### config.mk
export PLATFORM = sky130hd
export DESIGN_NAME = sonet_packet_mac_stats
export DESIGN_NICKNAME = d
export VERILOG_FILES = /design/src/sonet_packet_mac_stats.v
export VERILOG_INCLUDE_DIRS = /design/src /design/src/src
export SDC_FILE = /design/constraint.sdc
export NUM_CORES = 2
export LEC_CHECK = 0
export ABC_AREA = 1
export BUFFER_PORTS_ARGS = -buffer_cell sky130_fd_sc_hd__buf_2
export CAP_MARGIN = 15
export CORE_ASPECT_RATIO = 2
export CORE_MARGIN = 4
export CORE_UTILIZATION = 55
export DETAILED_ROUTE_END_ITERATION = 7
export PLACE_DENSITY_LB_ADDON = 0.25
export SETUP_SLACK_MARGIN = 0.2
export SLEW_MARGIN = 25
export SYNTH_ARGS = -nofsm -noshare
export SYNTH_HDL_FRONTEND = slang
export SYNTH_SLANG_ARGS = --single-unit
### constraint.sdc
create_clock -name aclk -period 10.62 [get_ports aclk]
set_input_delay 1.593 -clock aclk [delete_from_list [all_inputs] [get_ports aclk]]
set_output_delay 1.593 -clock aclk [all_outputs]
set_load 0.1 [all_outputs]
### src/pos_mac_stats_regs.vh
`ifndef POS_MAC_STATS_REGS_VH
`define POS_MAC_STATS_REGS_VH
// ****************************************************************
// register byte offsets on the axi4-lite bus
// ****************************************************************
`define OFS_CTRL 12'h000
`define OFS_MAX_FS 12'h004
`define OFS_ABORT_IND 12'h008
`define OFS_STATUS 12'h00C
`define OFS_RX_CNT_BASE 12'h100
`define OFS_TX_CNT_BASE 12'h200
`define CNT_WINDOW_MASK 12'hF00
// ****************************************************************
// fields and reset values
// ****************************************************************
`define CTRL_MODE32_BIT 0
`define MAX_FS_RESET 16'h0600
`define RESP_OKAY 2'b00
`define RESP_DECERR 2'b11
// ****************************************************************
// counter ram locations
// ****************************************************************
`define CNT_ENTRIES 24
`define LOC_LONG 2'h0
`define LOC_BAD_CRC 2'h1
`define LOC_GOOD 2'h2
`define LOC_ERR 2'h3
`define LOC_OCTET_BASE 3'h4
`define LOC_ABORT_BASE 3'h5
// ****************************************************************
// frame timing and crc
// ****************************************************************
`define MIN_FRAME_BYTES 16'h0012
`define CRC_BYTES 16'h0004
`define CRC_INIT 32'hFFFFFFFF
`define CRC_POLY_REV 32'hEDB88320
`define CRC_RESIDUE 32'hDEBB20E3
`endif

### src/sonet_packet_mac_stats.v
// Overview of operation
// oversize when byte count incl crc exceeds limit
// oversize receive aborts, flags port and frame
// aborted port ignores data until next start
// software discards aborted frame; egress drops forwarded
// receive frame counters at four n plus k
// count every received octet at 0x10 plus n; octets that an aborted port ignores until its next start are not counted
// bad crc only when length within limit
// good only when not oversize, crc ok
// framer error frames counted in error counter
// transmit counters at documented locations per port
// transmit octets include octets of errored frames
// three egress errors abort frame, count it
// abort captures cause into indicator register
// descriptor error keeps buffers off free queue
// underrun counted only by earlier revision
// per-frame crc insertion enable or disable
// short frames take an 18-byte slot
// 8-bit quad port or 32-bit single port
// back-pressure throttles reception to avoid loss
// frame counters updated once at end or abort
//
// Our own choices: register access over AXI4-Lite and the placing of the registers.
`timescale 1ns/1ps
`include "pos_mac_stats_regs.vh"
module sonet_packet_mac_stats #(
  parameter EARLY_REVISION = 0
) (
  // clock and reset
  input wire aclk,
  input wire aresetn,
  // axi4-lite slave
  input wire [11:0] awaddr,
  input wire awvalid,
  output reg awready,
  input wire [31:0] wdata,
  input wire [3:0] wstrb,
  input wire wvalid,
  output reg wready,
  output reg [1:0] bresp,
  output reg bvalid,
  input wire bready,
  input wire [11:0] araddr,
  input wire arvalid,
  output reg arready,
  output reg [31:0] rdata,
  output reg [1:0] rresp,
  output reg rvalid,
  input wire rready,
  // receive pins from framer
  input wire rx_valid,
  input wire rx_sof,
  input wire rx_eof,
  input wire rx_err,
  input wire [1:0] rx_port,
  input wire [2:0] rx_bytes,
  input wire [31:0] rx_data,
  output reg rx_enable,
  // receive back-pressure and abort records
  input wire rx_hold,
  output reg rx_frame_abort,
  output reg [1:0] rx_abort_port,
  output reg [3:0] rx_port_aborted,
  // transmit stream from egress
  input wire tx_valid,
  input wire tx_sof,
  input wire tx_eof,
  input wire [1:0] tx_port,
  input wire [2:0] tx_bytes,
  input wire [31:0] tx_data,
  input wire tx_crc_en,
  input wire tx_underrun,
  input wire tx_link_parity_err,
  input wire tx_queue_start_field_err,
  input wire tx_buffer_control_descriptor_err,
  // transmit results
  output reg tx_abort,
  output reg tx_free_return,
  output reg [31:0] tx_fcs,
  output reg tx_fcs_valid,
  output reg [1:0] tx_fcs_port
);
  // ****************************************************************
  // functions
  // ****************************************************************
  // reflected crc-32 over up to four bytes, msb byte first
  function [31:0] crc_word;
    input [31:0] c_in;
    input [31:0] d;
    input [2:0] n;
    integer i;
    integer b;
    reg [31:0] c;
    begin
      c = c_in;
      for (i = 0; i < 4; i = i + 1) begin
        if (i < n) begin
          c = c ^ {24'h000000, d[31 - 8 * i -: 8]};
          for (b = 0; b < 8; b = b + 1) begin
            c = c[0] ? ((c >> 1) ^ `CRC_POLY_REV) : (c >> 1);
          end
        end
      end
      crc_word = c;
    end
  endfunction
  // counter ram index for port p and frame kind k
  function [4:0] frame_idx;
    input [1:0] p;
    input [1:0] k;
    begin
      frame_idx = {1'b0, p, k};
    end
  endfunction
  // ****************************************************************
  // state
  // ****************************************************************
  reg [43:0] rx_meta;  // first synchroniser stage
  reg [43:0] rx_sync;  // second stage, read by logic
  reg mode32;  // 32-bit single port mode
  reg [15:0] max_fs;  // frame size limit
  reg [4:0] abort_ind;  // cause bits and port
  reg [31:0] rx_cnt [0:`CNT_ENTRIES-1];  // receive counter ram
  reg [31:0] tx_cnt [0:`CNT_ENTRIES-1];  // transmit counter ram
  reg [15:0] rx_len [0:3];  // per-port running length
  reg [31:0] rx_crc [0:3];  // per-port crc state
  reg [15:0] tx_len [0:3];
  reg [31:0] tx_crc [0:3];
  reg [3:0] rx_drop;  // port ignoring data
  reg [3:0] rx_ferr;  // framer error seen this frame
  reg [15:0] stall_cnt;  // short-frame slot filler
  reg aw_full;
  reg w_full;
  reg [11:0] wr_addr;
  reg [31:0] wr_data;
  reg [3:0] wr_strb;
  // synchronised receive fields
  wire s_valid = rx_sync[43];
  wire s_sof = rx_sync[42];
  wire s_eof = rx_sync[41];
  wire s_err = rx_sync[40];
  wire [1:0] s_port = rx_sync[39:38];
  wire [2:0] s_bytes = rx_sync[37:35];
  wire [31:0] s_data = rx_sync[31:0];
  // combinational next values
  reg [1:0] rx_p;
  reg [2:0] rx_n;
  reg [15:0] next_rx_len;
  reg [31:0] next_rx_crc;
  reg rx_live;
  reg rx_over;
  reg [1:0] tx_p;
  reg [2:0] tx_n;
  reg [15:0] next_tx_len;
  reg [31:0] next_tx_crc;
  reg [15:0] tx_final_len;
  reg tx_any_abort;
  reg [31:0] rd_val;
  reg rd_err;
  integer k;
  integer j;  // transmit reset loops
  // ****************************************************************
  // receive pin synchroniser
  // ****************************************************************
  always @(posedge aclk) begin
    if (!aresetn) begin
      rx_meta <= 44'h00000000000;
      rx_sync <= 44'h00000000000;
    end else begin
      rx_meta <= {rx_valid, rx_sof, rx_eof, rx_err, rx_port, rx_bytes, 3'b000, rx_data};
      rx_sync <= rx_meta;
    end
  end
  // ****************************************************************
  // per-beat decode
  // ****************************************************************
  always @* begin
    // single port and 32-bit beats in wide mode
    rx_p = mode32 ? 2'b00 : s_port;
    rx_n = mode32 ? s_bytes : 3'd1;
    next_rx_len = (s_sof ? 16'h0000 : rx_len[rx_p]) + {13'h0000, rx_n};
    next_rx_crc = crc_word(s_sof ? `CRC_INIT : rx_crc[rx_p],
                           mode32 ? s_data : {s_data[7:0], 24'h000000}, rx_n);
    rx_live = s_valid && (s_sof || !rx_drop[rx_p]);
    rx_over = next_rx_len > max_fs;
    tx_p = mode32 ? 2'b00 : tx_port;
    tx_n = mode32 ? tx_bytes : 3'd1;
    next_tx_len = (tx_sof ? 16'h0000 : tx_len[tx_p]) + {13'h0000, tx_n};
    next_tx_crc = crc_word(tx_sof ? `CRC_INIT : tx_crc[tx_p],
                           mode32 ? tx_data : {tx_data[7:0], 24'h000000}, tx_n);
    // inserted crc octets count toward length
    tx_final_len = next_tx_len + (tx_crc_en ? `CRC_BYTES : 16'h0000);
    tx_any_abort = tx_link_parity_err | tx_queue_start_field_err |
                   tx_buffer_control_descriptor_err;
  end
  // ****************************************************************
  // receive path and counters
  // ****************************************************************
  always @(posedge aclk) begin
    if (!aresetn) begin
      for (k = 0; k < `CNT_ENTRIES; k = k + 1) begin
        rx_cnt[k] <= 32'h00000000;
      end
      for (k = 0; k < 4; k = k + 1) begin
        rx_len[k] <= 16'h0000;
        rx_crc[k] <= `CRC_INIT;
      end
      rx_drop <= 4'h0;
      rx_ferr <= 4'h0;
      rx_frame_abort <= 1'b0;
      rx_abort_port <= 2'b00;
      rx_port_aborted <= 4'h0;
      stall_cnt <= 16'h0000;
      rx_enable <= 1'b0;
    end else begin
      rx_frame_abort <= 1'b0;
      // throttle framer on processor hold or short-frame slot
      rx_enable <= !rx_hold && (stall_cnt == 16'h0000);
      if (stall_cnt != 16'h0000) begin
        stall_cnt <= stall_cnt - 16'h0001;
      end
      if (rx_live) begin
        rx_len[rx_p] <= next_rx_len;
        rx_crc[rx_p] <= next_rx_crc;
        rx_cnt[{`LOC_OCTET_BASE, rx_p}] <= rx_cnt[{`LOC_OCTET_BASE, rx_p}] +
                                           {29'h00000000, rx_n};
        if (s_sof) begin
          // new packet lifts the inhibit and port record
          rx_drop[rx_p] <= 1'b0;
          rx_port_aborted[rx_p] <= 1'b0;
          rx_ferr[rx_p] <= s_err;
        end else if (s_err) begin
          rx_ferr[rx_p] <= 1'b1;
        end
        if (rx_over) begin
          // oversize: abort, count once, inhibit port
          rx_drop[rx_p] <= 1'b1;
          rx_port_aborted[rx_p] <= 1'b1;
          rx_frame_abort <= 1'b1;
          rx_abort_port <= rx_p;
          rx_cnt[frame_idx(rx_p, `LOC_LONG)] <=
            rx_cnt[frame_idx(rx_p, `LOC_LONG)] + 32'h00000001;
        end else if (s_eof) begin
          // classify at frame end
          if (rx_ferr[rx_p] || s_err) begin
            rx_cnt[frame_idx(rx_p, `LOC_ERR)] <=
              rx_cnt[frame_idx(rx_p, `LOC_ERR)] + 32'h00000001;
          end else if (next_rx_crc != `CRC_RESIDUE) begin
            rx_cnt[frame_idx(rx_p, `LOC_BAD_CRC)] <=
              rx_cnt[frame_idx(rx_p, `LOC_BAD_CRC)] + 32'h00000001;
          end else begin
            rx_cnt[frame_idx(rx_p, `LOC_GOOD)] <=
              rx_cnt[frame_idx(rx_p, `LOC_GOOD)] + 32'h00000001;
          end
          // short frame still consumes an 18-byte slot
          if (next_rx_len < `MIN_FRAME_BYTES) begin
            stall_cnt <= mode32 ? ((`MIN_FRAME_BYTES - next_rx_len + 16'h0003) >> 2) :
                                  (`MIN_FRAME_BYTES - next_rx_len);
          end
        end
      end
    end
  end
  // ****************************************************************
  // transmit path, crc insertion and counters
  // ****************************************************************
  always @(posedge aclk) begin
    if (!aresetn) begin
      for (j = 0; j < `CNT_ENTRIES; j = j + 1) begin
        tx_cnt[j] <= 32'h00000000;
      end
      for (j = 0; j < 4; j = j + 1) begin
        tx_len[j] <= 16'h0000;
        tx_crc[j] <= `CRC_INIT;
      end
      tx_abort <= 1'b0;
      tx_free_return <= 1'b0;
      tx_fcs <= 32'h00000000;
      tx_fcs_valid <= 1'b0;
      tx_fcs_port <= 2'b00;
      abort_ind <= 5'h00;
    end else begin
      tx_abort <= 1'b0;
      tx_free_return <= 1'b0;
      tx_fcs_valid <= 1'b0;
      if (tx_valid) begin
        tx_len[tx_p] <= next_tx_len;
        tx_crc[tx_p] <= next_tx_crc;
        // octets of every frame, errored or not
        tx_cnt[{`LOC_OCTET_BASE, tx_p}] <= tx_cnt[{`LOC_OCTET_BASE, tx_p}] +
          {29'h00000000, tx_n} +
          ((tx_eof && tx_crc_en && !tx_any_abort) ? 32'h00000004 : 32'h00000000);
        if (tx_any_abort) begin
          // egress abort: count, record cause, hold buffers on bad descriptor
          tx_abort <= 1'b1;
          tx_cnt[{`LOC_ABORT_BASE, tx_p}] <=
            tx_cnt[{`LOC_ABORT_BASE, tx_p}] + 32'h00000001;
          abort_ind <= {tx_buffer_control_descriptor_err, tx_queue_start_field_err,
                        tx_link_parity_err, tx_p};
          tx_free_return <= !tx_buffer_control_descriptor_err;
        end else if (tx_eof) begin
          tx_free_return <= 1'b1;
          if (tx_crc_en) begin
            // append computed crc; disabled frames go out as is
            tx_fcs <= ~next_tx_crc;
            tx_fcs_valid <= 1'b1;
            tx_fcs_port <= tx_p;
          end
          if (tx_underrun && (EARLY_REVISION != 0)) begin
            tx_cnt[frame_idx(tx_p, `LOC_ERR)] <=
              tx_cnt[frame_idx(tx_p, `LOC_ERR)] + 32'h00000001;
          end else if (tx_final_len > max_fs) begin
            tx_cnt[frame_idx(tx_p, `LOC_LONG)] <=
              tx_cnt[frame_idx(tx_p, `LOC_LONG)] + 32'h00000001;
          end else if (!tx_crc_en && (next_tx_crc != `CRC_RESIDUE)) begin
            tx_cnt[frame_idx(tx_p, `LOC_BAD_CRC)] <=
              tx_cnt[frame_idx(tx_p, `LOC_BAD_CRC)] + 32'h00000001;
          end else begin
            tx_cnt[frame_idx(tx_p, `LOC_GOOD)] <=
              tx_cnt[frame_idx(tx_p, `LOC_GOOD)] + 32'h00000001;
          end
        end
      end
    end
  end
  // ****************************************************************
  // register read decode
  // ****************************************************************
  always @* begin
    rd_val = 32'h00000000;
    rd_err = 1'b0;
    if ((araddr & `CNT_WINDOW_MASK) == `OFS_RX_CNT_BASE) begin
      if (araddr[7:2] < 6'd20) begin
        rd_val = rx_cnt[araddr[6:2]];
      end else begin
        rd_err = 1'b1;
      end
    end else if ((araddr & `CNT_WINDOW_MASK) == `OFS_TX_CNT_BASE) begin
      if (araddr[7:2] < 6'd24) begin
        rd_val = tx_cnt[araddr[6:2]];
      end else begin
        rd_err = 1'b1;
      end
    end else begin
      case (araddr)
        `OFS_CTRL: rd_val = {31'h00000000, mode32};
        `OFS_MAX_FS: rd_val = {16'h0000, max_fs};
        `OFS_ABORT_IND: rd_val = {27'h0000000, abort_ind};
        `OFS_STATUS: rd_val = {23'h000000, stall_cnt != 16'h0000, rx_drop, rx_port_aborted};
        default: rd_err = 1'b1;
      endcase
    end
  end
  // ****************************************************************
  // axi4-lite slave handshakes
  // ****************************************************************
  always @(posedge aclk) begin
    if (!aresetn) begin
      awready <= 1'b1;
      wready <= 1'b1;
      bvalid <= 1'b0;
      bresp <= `RESP_OKAY;
      arready <= 1'b1;
      rvalid <= 1'b0;
      rresp <= `RESP_OKAY;
      rdata <= 32'h00000000;
      aw_full <= 1'b0;
      w_full <= 1'b0;
      wr_addr <= 12'h000;
      wr_data <= 32'h00000000;
      wr_strb <= 4'h0;
      mode32 <= 1'b0;
      max_fs <= `MAX_FS_RESET;
    end else begin
      // address and data taken in either order
      if (awvalid && awready) begin
        aw_full <= 1'b1;
        awready <= 1'b0;
        wr_addr <= awaddr;
      end
      if (wvalid && wready) begin
        w_full <= 1'b1;
        wready <= 1'b0;
        wr_data <= wdata;
        wr_strb <= wstrb;
      end
      // both halves held: commit and answer
      if (aw_full && w_full && !bvalid) begin
        aw_full <= 1'b0;
        w_full <= 1'b0;
        bvalid <= 1'b1;
        bresp <= `RESP_OKAY;
        case (wr_addr)
          `OFS_CTRL: begin
            // mode change mid-frame corrupts lengths; set while idle
            if (wr_strb[0]) begin
              mode32 <= wr_data[`CTRL_MODE32_BIT];
            end
          end
          `OFS_MAX_FS: begin
            if (wr_strb[0]) begin
              max_fs[7:0] <= wr_data[7:0];
            end
            if (wr_strb[1]) begin
              max_fs[15:8] <= wr_data[15:8];
            end
          end
          `OFS_ABORT_IND, `OFS_STATUS: bresp <= `RESP_OKAY;
          default: begin
            if (((wr_addr & `CNT_WINDOW_MASK) != `OFS_RX_CNT_BASE) &&
                ((wr_addr & `CNT_WINDOW_MASK) != `OFS_TX_CNT_BASE)) begin
              bresp <= `RESP_DECERR;
            end
          end
        endcase
      end
      if (bvalid && bready) begin
        bvalid <= 1'b0;
        awready <= 1'b1;
        wready <= 1'b1;
      end
      // read answered one cycle after address taken
      if (arvalid && arready) begin
        arready <= 1'b0;
        rvalid <= 1'b1;
        rdata <= rd_val;
        rresp <= rd_err ? `RESP_DECERR : `RESP_OKAY;
      end
      if (rvalid && rready) begin
        rvalid <= 1'b0;
        arready <= 1'b1;
      end
    end
  end
endmodule // sonet_packet_mac_stats

### Word level (Yosys, flattened, before mapping)

Memories as Yosys holds them, arrays and structs flattened.
Cells that the tools add are included.

* flip-flop bits (word level): 252
* memory bits (writable): 1920
* input port bits: 154
* output and inout bits: 86
* logic and storage cells: 442
* memories kept: 6

* add/sub/neg operators: 17
* magnitude comparators: 15
* eq/ne operators: 12
* mux-type cells: 220
* bitwise operators: 85
* reduce and logical (&&, ||, !) cells: 55

Memory list
* rx_cnt: words 24, bits a word 32, rd ports 6, clocked after Yosys merged registers in 0, write ports 24, line sonet_packet_mac_stats.v:123 `` reg [31:0] rx_cnt [0:`CNT_ENTRIES-1]; ``
* tx_cnt: words 24, bits a word 32, rd ports 6, clocked after Yosys merged registers in 0, write ports 24, line sonet_packet_mac_stats.v:124 `` reg [31:0] tx_cnt [0:`CNT_ENTRIES-1]; ``
* rx_crc: words 4, bits a word 32, rd ports 1, clocked after Yosys merged registers in 0, write ports 4, line sonet_packet_mac_stats.v:126 `reg [31:0] rx_crc [0:3];`
* tx_crc: words 4, bits a word 32, rd ports 1, clocked after Yosys merged registers in 0, write ports 4, line sonet_packet_mac_stats.v:128 `reg [31:0] tx_crc [0:3];`
* rx_len: words 4, bits a word 16, rd ports 1, clocked after Yosys merged registers in 0, write ports 4, line sonet_packet_mac_stats.v:125 `reg [15:0] rx_len [0:3];`
* tx_len: words 4, bits a word 16, rd ports 1, clocked after Yosys merged registers in 0, write ports 4, line sonet_packet_mac_stats.v:127 `reg [15:0] tx_len [0:3];`

Operator list (number)
* $mux 32: 92
* $not 13->14: 64
* $reduce_or 32->1: 12
* $add 32x1->32 const B: 8
* $xor 32x8->32: 8
* $mux 16: 10
* $add 32x3->32: 3
* $mux 1: 80
* $ne 32x32->1 const B: 2
* $pmux 16 s4: 1
* $mux 5: 10
* $add 16x3->16: 3
* $eq 12x4->1 const B: 4
* $mux 4: 10
* $gt 16x16->1: 2
* $not 32->32: 1
* $reduce_or 16->1: 2
* $eq 12x3->1 const B: 2
* $logic_not 12->1: 2
* $mux 2: 9
* $add 16x2->16 const B: 1
* $logic_not 16->1: 1
* $lt 16x5->1 const B: 1
* $reduce_bool 16->1: 1
* 29 further kinds: 75

### Logic depth before layout (Yosys ltp)

An unclocked memory read counts as a cell.

* depth after elaboration: 87
* gate-level depth with buffers: 51
* depth with buffers taken out: 48

### Worst setup path after synthesis

OpenSTA, ideal clock, no wires.

* path kind: input -> register
* start point: input tx_port[0]
* end point: memory tx_cnt[13][0], enable pin
* setup time: 0.389 ns
* arrival time: 10.488 ns
* required time: 10.231 ns
* setup slack: -0.257 ns
* cell stages on the path: 42
* path buffers: 13
* cells stage by stage: nand2_2 > nor2_2 > buf_4 > buf_2 > buf_2 > buf_2 > buf_2 > buf_1 > buf_1 > clkbuf_1 > buf_1 > buf_1 > clkbuf_1 > clkbuf_1 > a22oi_1 > a21oi_1 > ha_1 > nand3_1 > (+6 left out) > nor4_1 > nand3_1 > nor3_1 > nand2_1 > or3_1 > nor2_1 > xor2_1 > inv_1 > ha_1 > nand2_1 > inv_1 > nand3_1 > nor3_1 > a211o_1 > a21oi_1 > nand4_1 > buf_2 > nand2_1

RTL lines
* start: declaration: line sonet_packet_mac_stats.v:68 `input wire [1:0] tx_port,`
* end: declaration: line sonet_packet_mac_stats.v:124

==> qor.csv <==
stage,metric,value,unit
synth,synth_edf_count,1664,
sta,rsz0062_at_grt,no,
clock_network,cts_tree,built,
layout,num-fill-cells,17400,
sta,setup_tns,0,ns
clock_network,root_buffer,clkbuf_16,
synth,synth-simple-area-share,25.8,%
min_path,hp-class,flip-flop to flip-flop,
synth,synth_warnings,0,
power_and_ir_drop,leakagePower,48.6,nW
placed_design,placed_cells,15500,
worst_setup_path,critPathCaptureType,flip-flop,
global_route,grt_max_degree,148,
worst_setup_path,cpMaxStageDelayCell,o21ai_4,
synth,syn_inst,13200,
worst_setup_path,path_max_fanout,79,
clock_network,h-tree-depth,4,
clock_network,cts_made_buffers,176,
layout,drive_gt1_share,8.43,%
routing,vias,103000,
floorplan,num_io_pins,240,
synth,synthArstFlopShare,0,%
synth,syn_avg_cell_area,8.34,µm²
sta,fin_crit,9.32,ns
routing,wl,466000,µm
synth,yosysSeqAreaShare,49.9,%
floorplan,design.core.area,0.199,mm²
sta,maxSlewHeadroom,9.12,%
routing,drtIter0Drc,13500,
sta,fin_ws,1.30,ns
status,status,finished with violations,
synth,ys.flop_type,edfxtp_1,
layout,final_cell_area,0.120,mm²
floorplan,start_util,55.4,%
routing,wire_per_inst,29.4,µm
layout,syn2layout_area_growth,8.67,%
global_route,grt_pass1_wl,661000,µm
routing,avgViaCountPerCell,6.52,
sta,clock_skew,0.114,ns
synth,synth_mux_area_share,0,%
floorplan,die_area,0.208,mm²
placed_design,io_buffers,220,
power_and_ir_drop,power_frac_comb,25.0,%
sta,fin_crit_sh,87.7,%
sta,fmax,0.107,GHz
synth,yosys-top-cells-area,"edfxtp_1 (45%), nand2_1 (11%), nor2_1 (6.3%)",
layout,final_nets,13400,
power_and_ir_drop,vdd_drop_max,0.171,mV
floorplan,die_w,324,µm
power_and_ir_drop,total_power,20.2,mW
sta,timing.hold.ws,0.422,ns
layout,fin_cells,15900,
power_and_ir_drop,p_clk_share,32.3,%
layout,final_util,60.2,%
power_and_ir_drop,power_switching,6.86,mW
placed_design,place_area,0.114,mm²
worst_setup_path,slowest_delay,0.61,ns
synth,synth_fa_ha_area_share,0.796,%
global_route,grt_pass1_vias,100000,
floorplan,num_rows,231,
placed_design,gp_congestion,1.06,
power_and_ir_drop,switching_share,34.0,%
synth,ys_ff_latch,1908,
worst_setup_path,critPathArrivalTime,9.82,ns
synth,synthXorXnorAreaFrac,3.42,%
synth,synthTopCellsByCount,"nand2_1 (3165), nor2_1 (1838), edfxtp_1 (1664)",
clock_network,clk_latency,0.91,ns
global_route,grt.total_usage,43.7,%
power_and_ir_drop,p_int,13.3,mW
floorplan,die_h,640,µm
routing,route.detailed.drc,21,
worst_setup_path,crit_buf_inv,4,
worst_setup_path,path_delay_family,simple AND/OR/NAND/NOR gates,
global_route,antenna_found_initial,32,
sta,worstMarginPinSlew,1.36,ns
worst_setup_path,cp-start-kind,flip-flop,
power_and_ir_drop,seqPwrFrac,42.7,%
routing,dr.pass1.iters,8,
clock_network,path_clk_slew,0.07,ns
routing,postRouteAntennaNets,0,
clock_network,ctsHoldBuffers,0,
synth,synth.most_common_cell,nand2_1,
worst_setup_path,crit_path_frequent_cell,nand2_1,
synth,syn_nets,13400,
sta,slew_viol_final,0,
status,violations,DRC,
job,maxCapViolCount,0,
placed_design,place_hpwl,323000,µm
worst_setup_path,path_class,flip-flop to flip-flop,
clock_network,cts_resized,0,
clock_network,clock_path_buffers,4,
worst_setup_path,required,11.13,ns
sta,setup_viol,0,
power_and_ir_drop,pwr_density_cell,169,mW/mm²
synth,yosysUniqueCellTypes,74,
placed_design,dp_slack,1.22,ns
synth,post-synth-top-area-cell,edfxtp_1,
sta,finalHoldViolations,0,
synth,synth_top_family_by_area,simple AND/OR/NAND/NOR gates,
clock_network,postCtsSetupRepairBufs,0,
clock_network,clkSinkCount,1908,
global_route,overflow,0,
synth,syn_area,0.110,mm²
synth,netlist.area_leader.share,45.4,%
synth,synth-compound-area-share,12.4,%
[logic make-up after synthesis]
group / count (synthesis)
DFF: 1908
adders and majority gates: 67
xor gates and xnor gates: 430
and+or+nand+nor: 6708
AOI/OAI and AO/OA: 1947
buffers and inverters: 2130
[per-layer routing]
layer,up-vias,share of wire [%],global-route usage [%]
li1,44900,-,-
met1,48600,30,44.7
met2,7246,46,71.3
met3,2503,10,9.18
met4,16,13,46.4
met5,-,0.035,0
[cell type report]
type	instances	area, µm²	area share (%)
timing repair buffer	470	3240	2.71
clock buffer	231	4960	4.15
clock inverter	82	756	0.632
multi-input combinational	9152	47100	39.4
sequential	1908	54900	45.9
inverter	1423	5370	4.49
antenna	22	55.1	0.0461
tap	2563	3210	2.68
[worst paths after layout]
kind,start,to,slack [ns],depth (start not counted)
setup / recovery,mode32$_SDFFE_PN0P_,rx_cnt[10][24]$_SDFFCE_PN0P_,1.30,36
hold / removal,rx_meta[12]$_SDFF_PN0_,rx_sync[12]$_SDFF_PN0_,0.42,2
setup reg to reg,mode32$_SDFFE_PN0P_,rx_cnt[10][24]$_SDFFCE_PN0P_,1.30,36
hold reg to reg,rx_meta[12]$_SDFF_PN0_,rx_sync[12]$_SDFF_PN0_,0.42,2
[cell usage in the layout, fill, tap and decap left out, drive strengths merged, types with 8 or more instances in the layout]
cell type / count
nand2: 3296
nor2: 1863
edfxtp: 1664
inv: 1418
nand3: 1077
a22oi: 477
buf: 467
xor2: 295
o21ai: 286
a21oi: 264
dfxtp: 244
clkbuf: 234
o22ai: 216
nor3: 212
a221oi: 209
o221ai: 198
xnor2: 135
nand4: 128
o211ai: 70
clkinv: 69
ha: 62
nor4: 47
a22o: 38
a221o: 36
a31oi: 35
o21a: 34
or2: 28
o2111ai: 24
a211oi: 24
diode: 22
and2: 20
nand3b: 19
bufinv: 12
nor3b: 8
[worst reg2reg max path: cells and delay by family (launching register included)]
family / cells / cell delay [ns]
flops: 1 / 0.45
buf+inv: 4 / 1.54
compound gates: 3 / 1.57
simple gates: 29 / 5.41
[power by group through the flow]
stage	Clock (mW)	Combinational [mW]	Sequential, mW
6_report	6.51	5.05	8.60
5_1_grt	6.80	5.40	8.62
4_1_cts	6.50	4.91	8.59
3_5_place_dp	0	4.89	8.75
3_3_place_gp	0	4.84	8.73
2_1_floorplan	0	3.08	8.80
[flip-flops by register name (all words and copies together), names as in the netlist, 32 cells and up]
name and flops:
rx_meta 41, tx_crc 128, rx_crc 128, tx_fcs 32, tx_len 64, rdata 32, rx_sync 41, tx_cnt 640
rx_cnt 640, rx_len 64
Power figures use the tool's default switching activity.
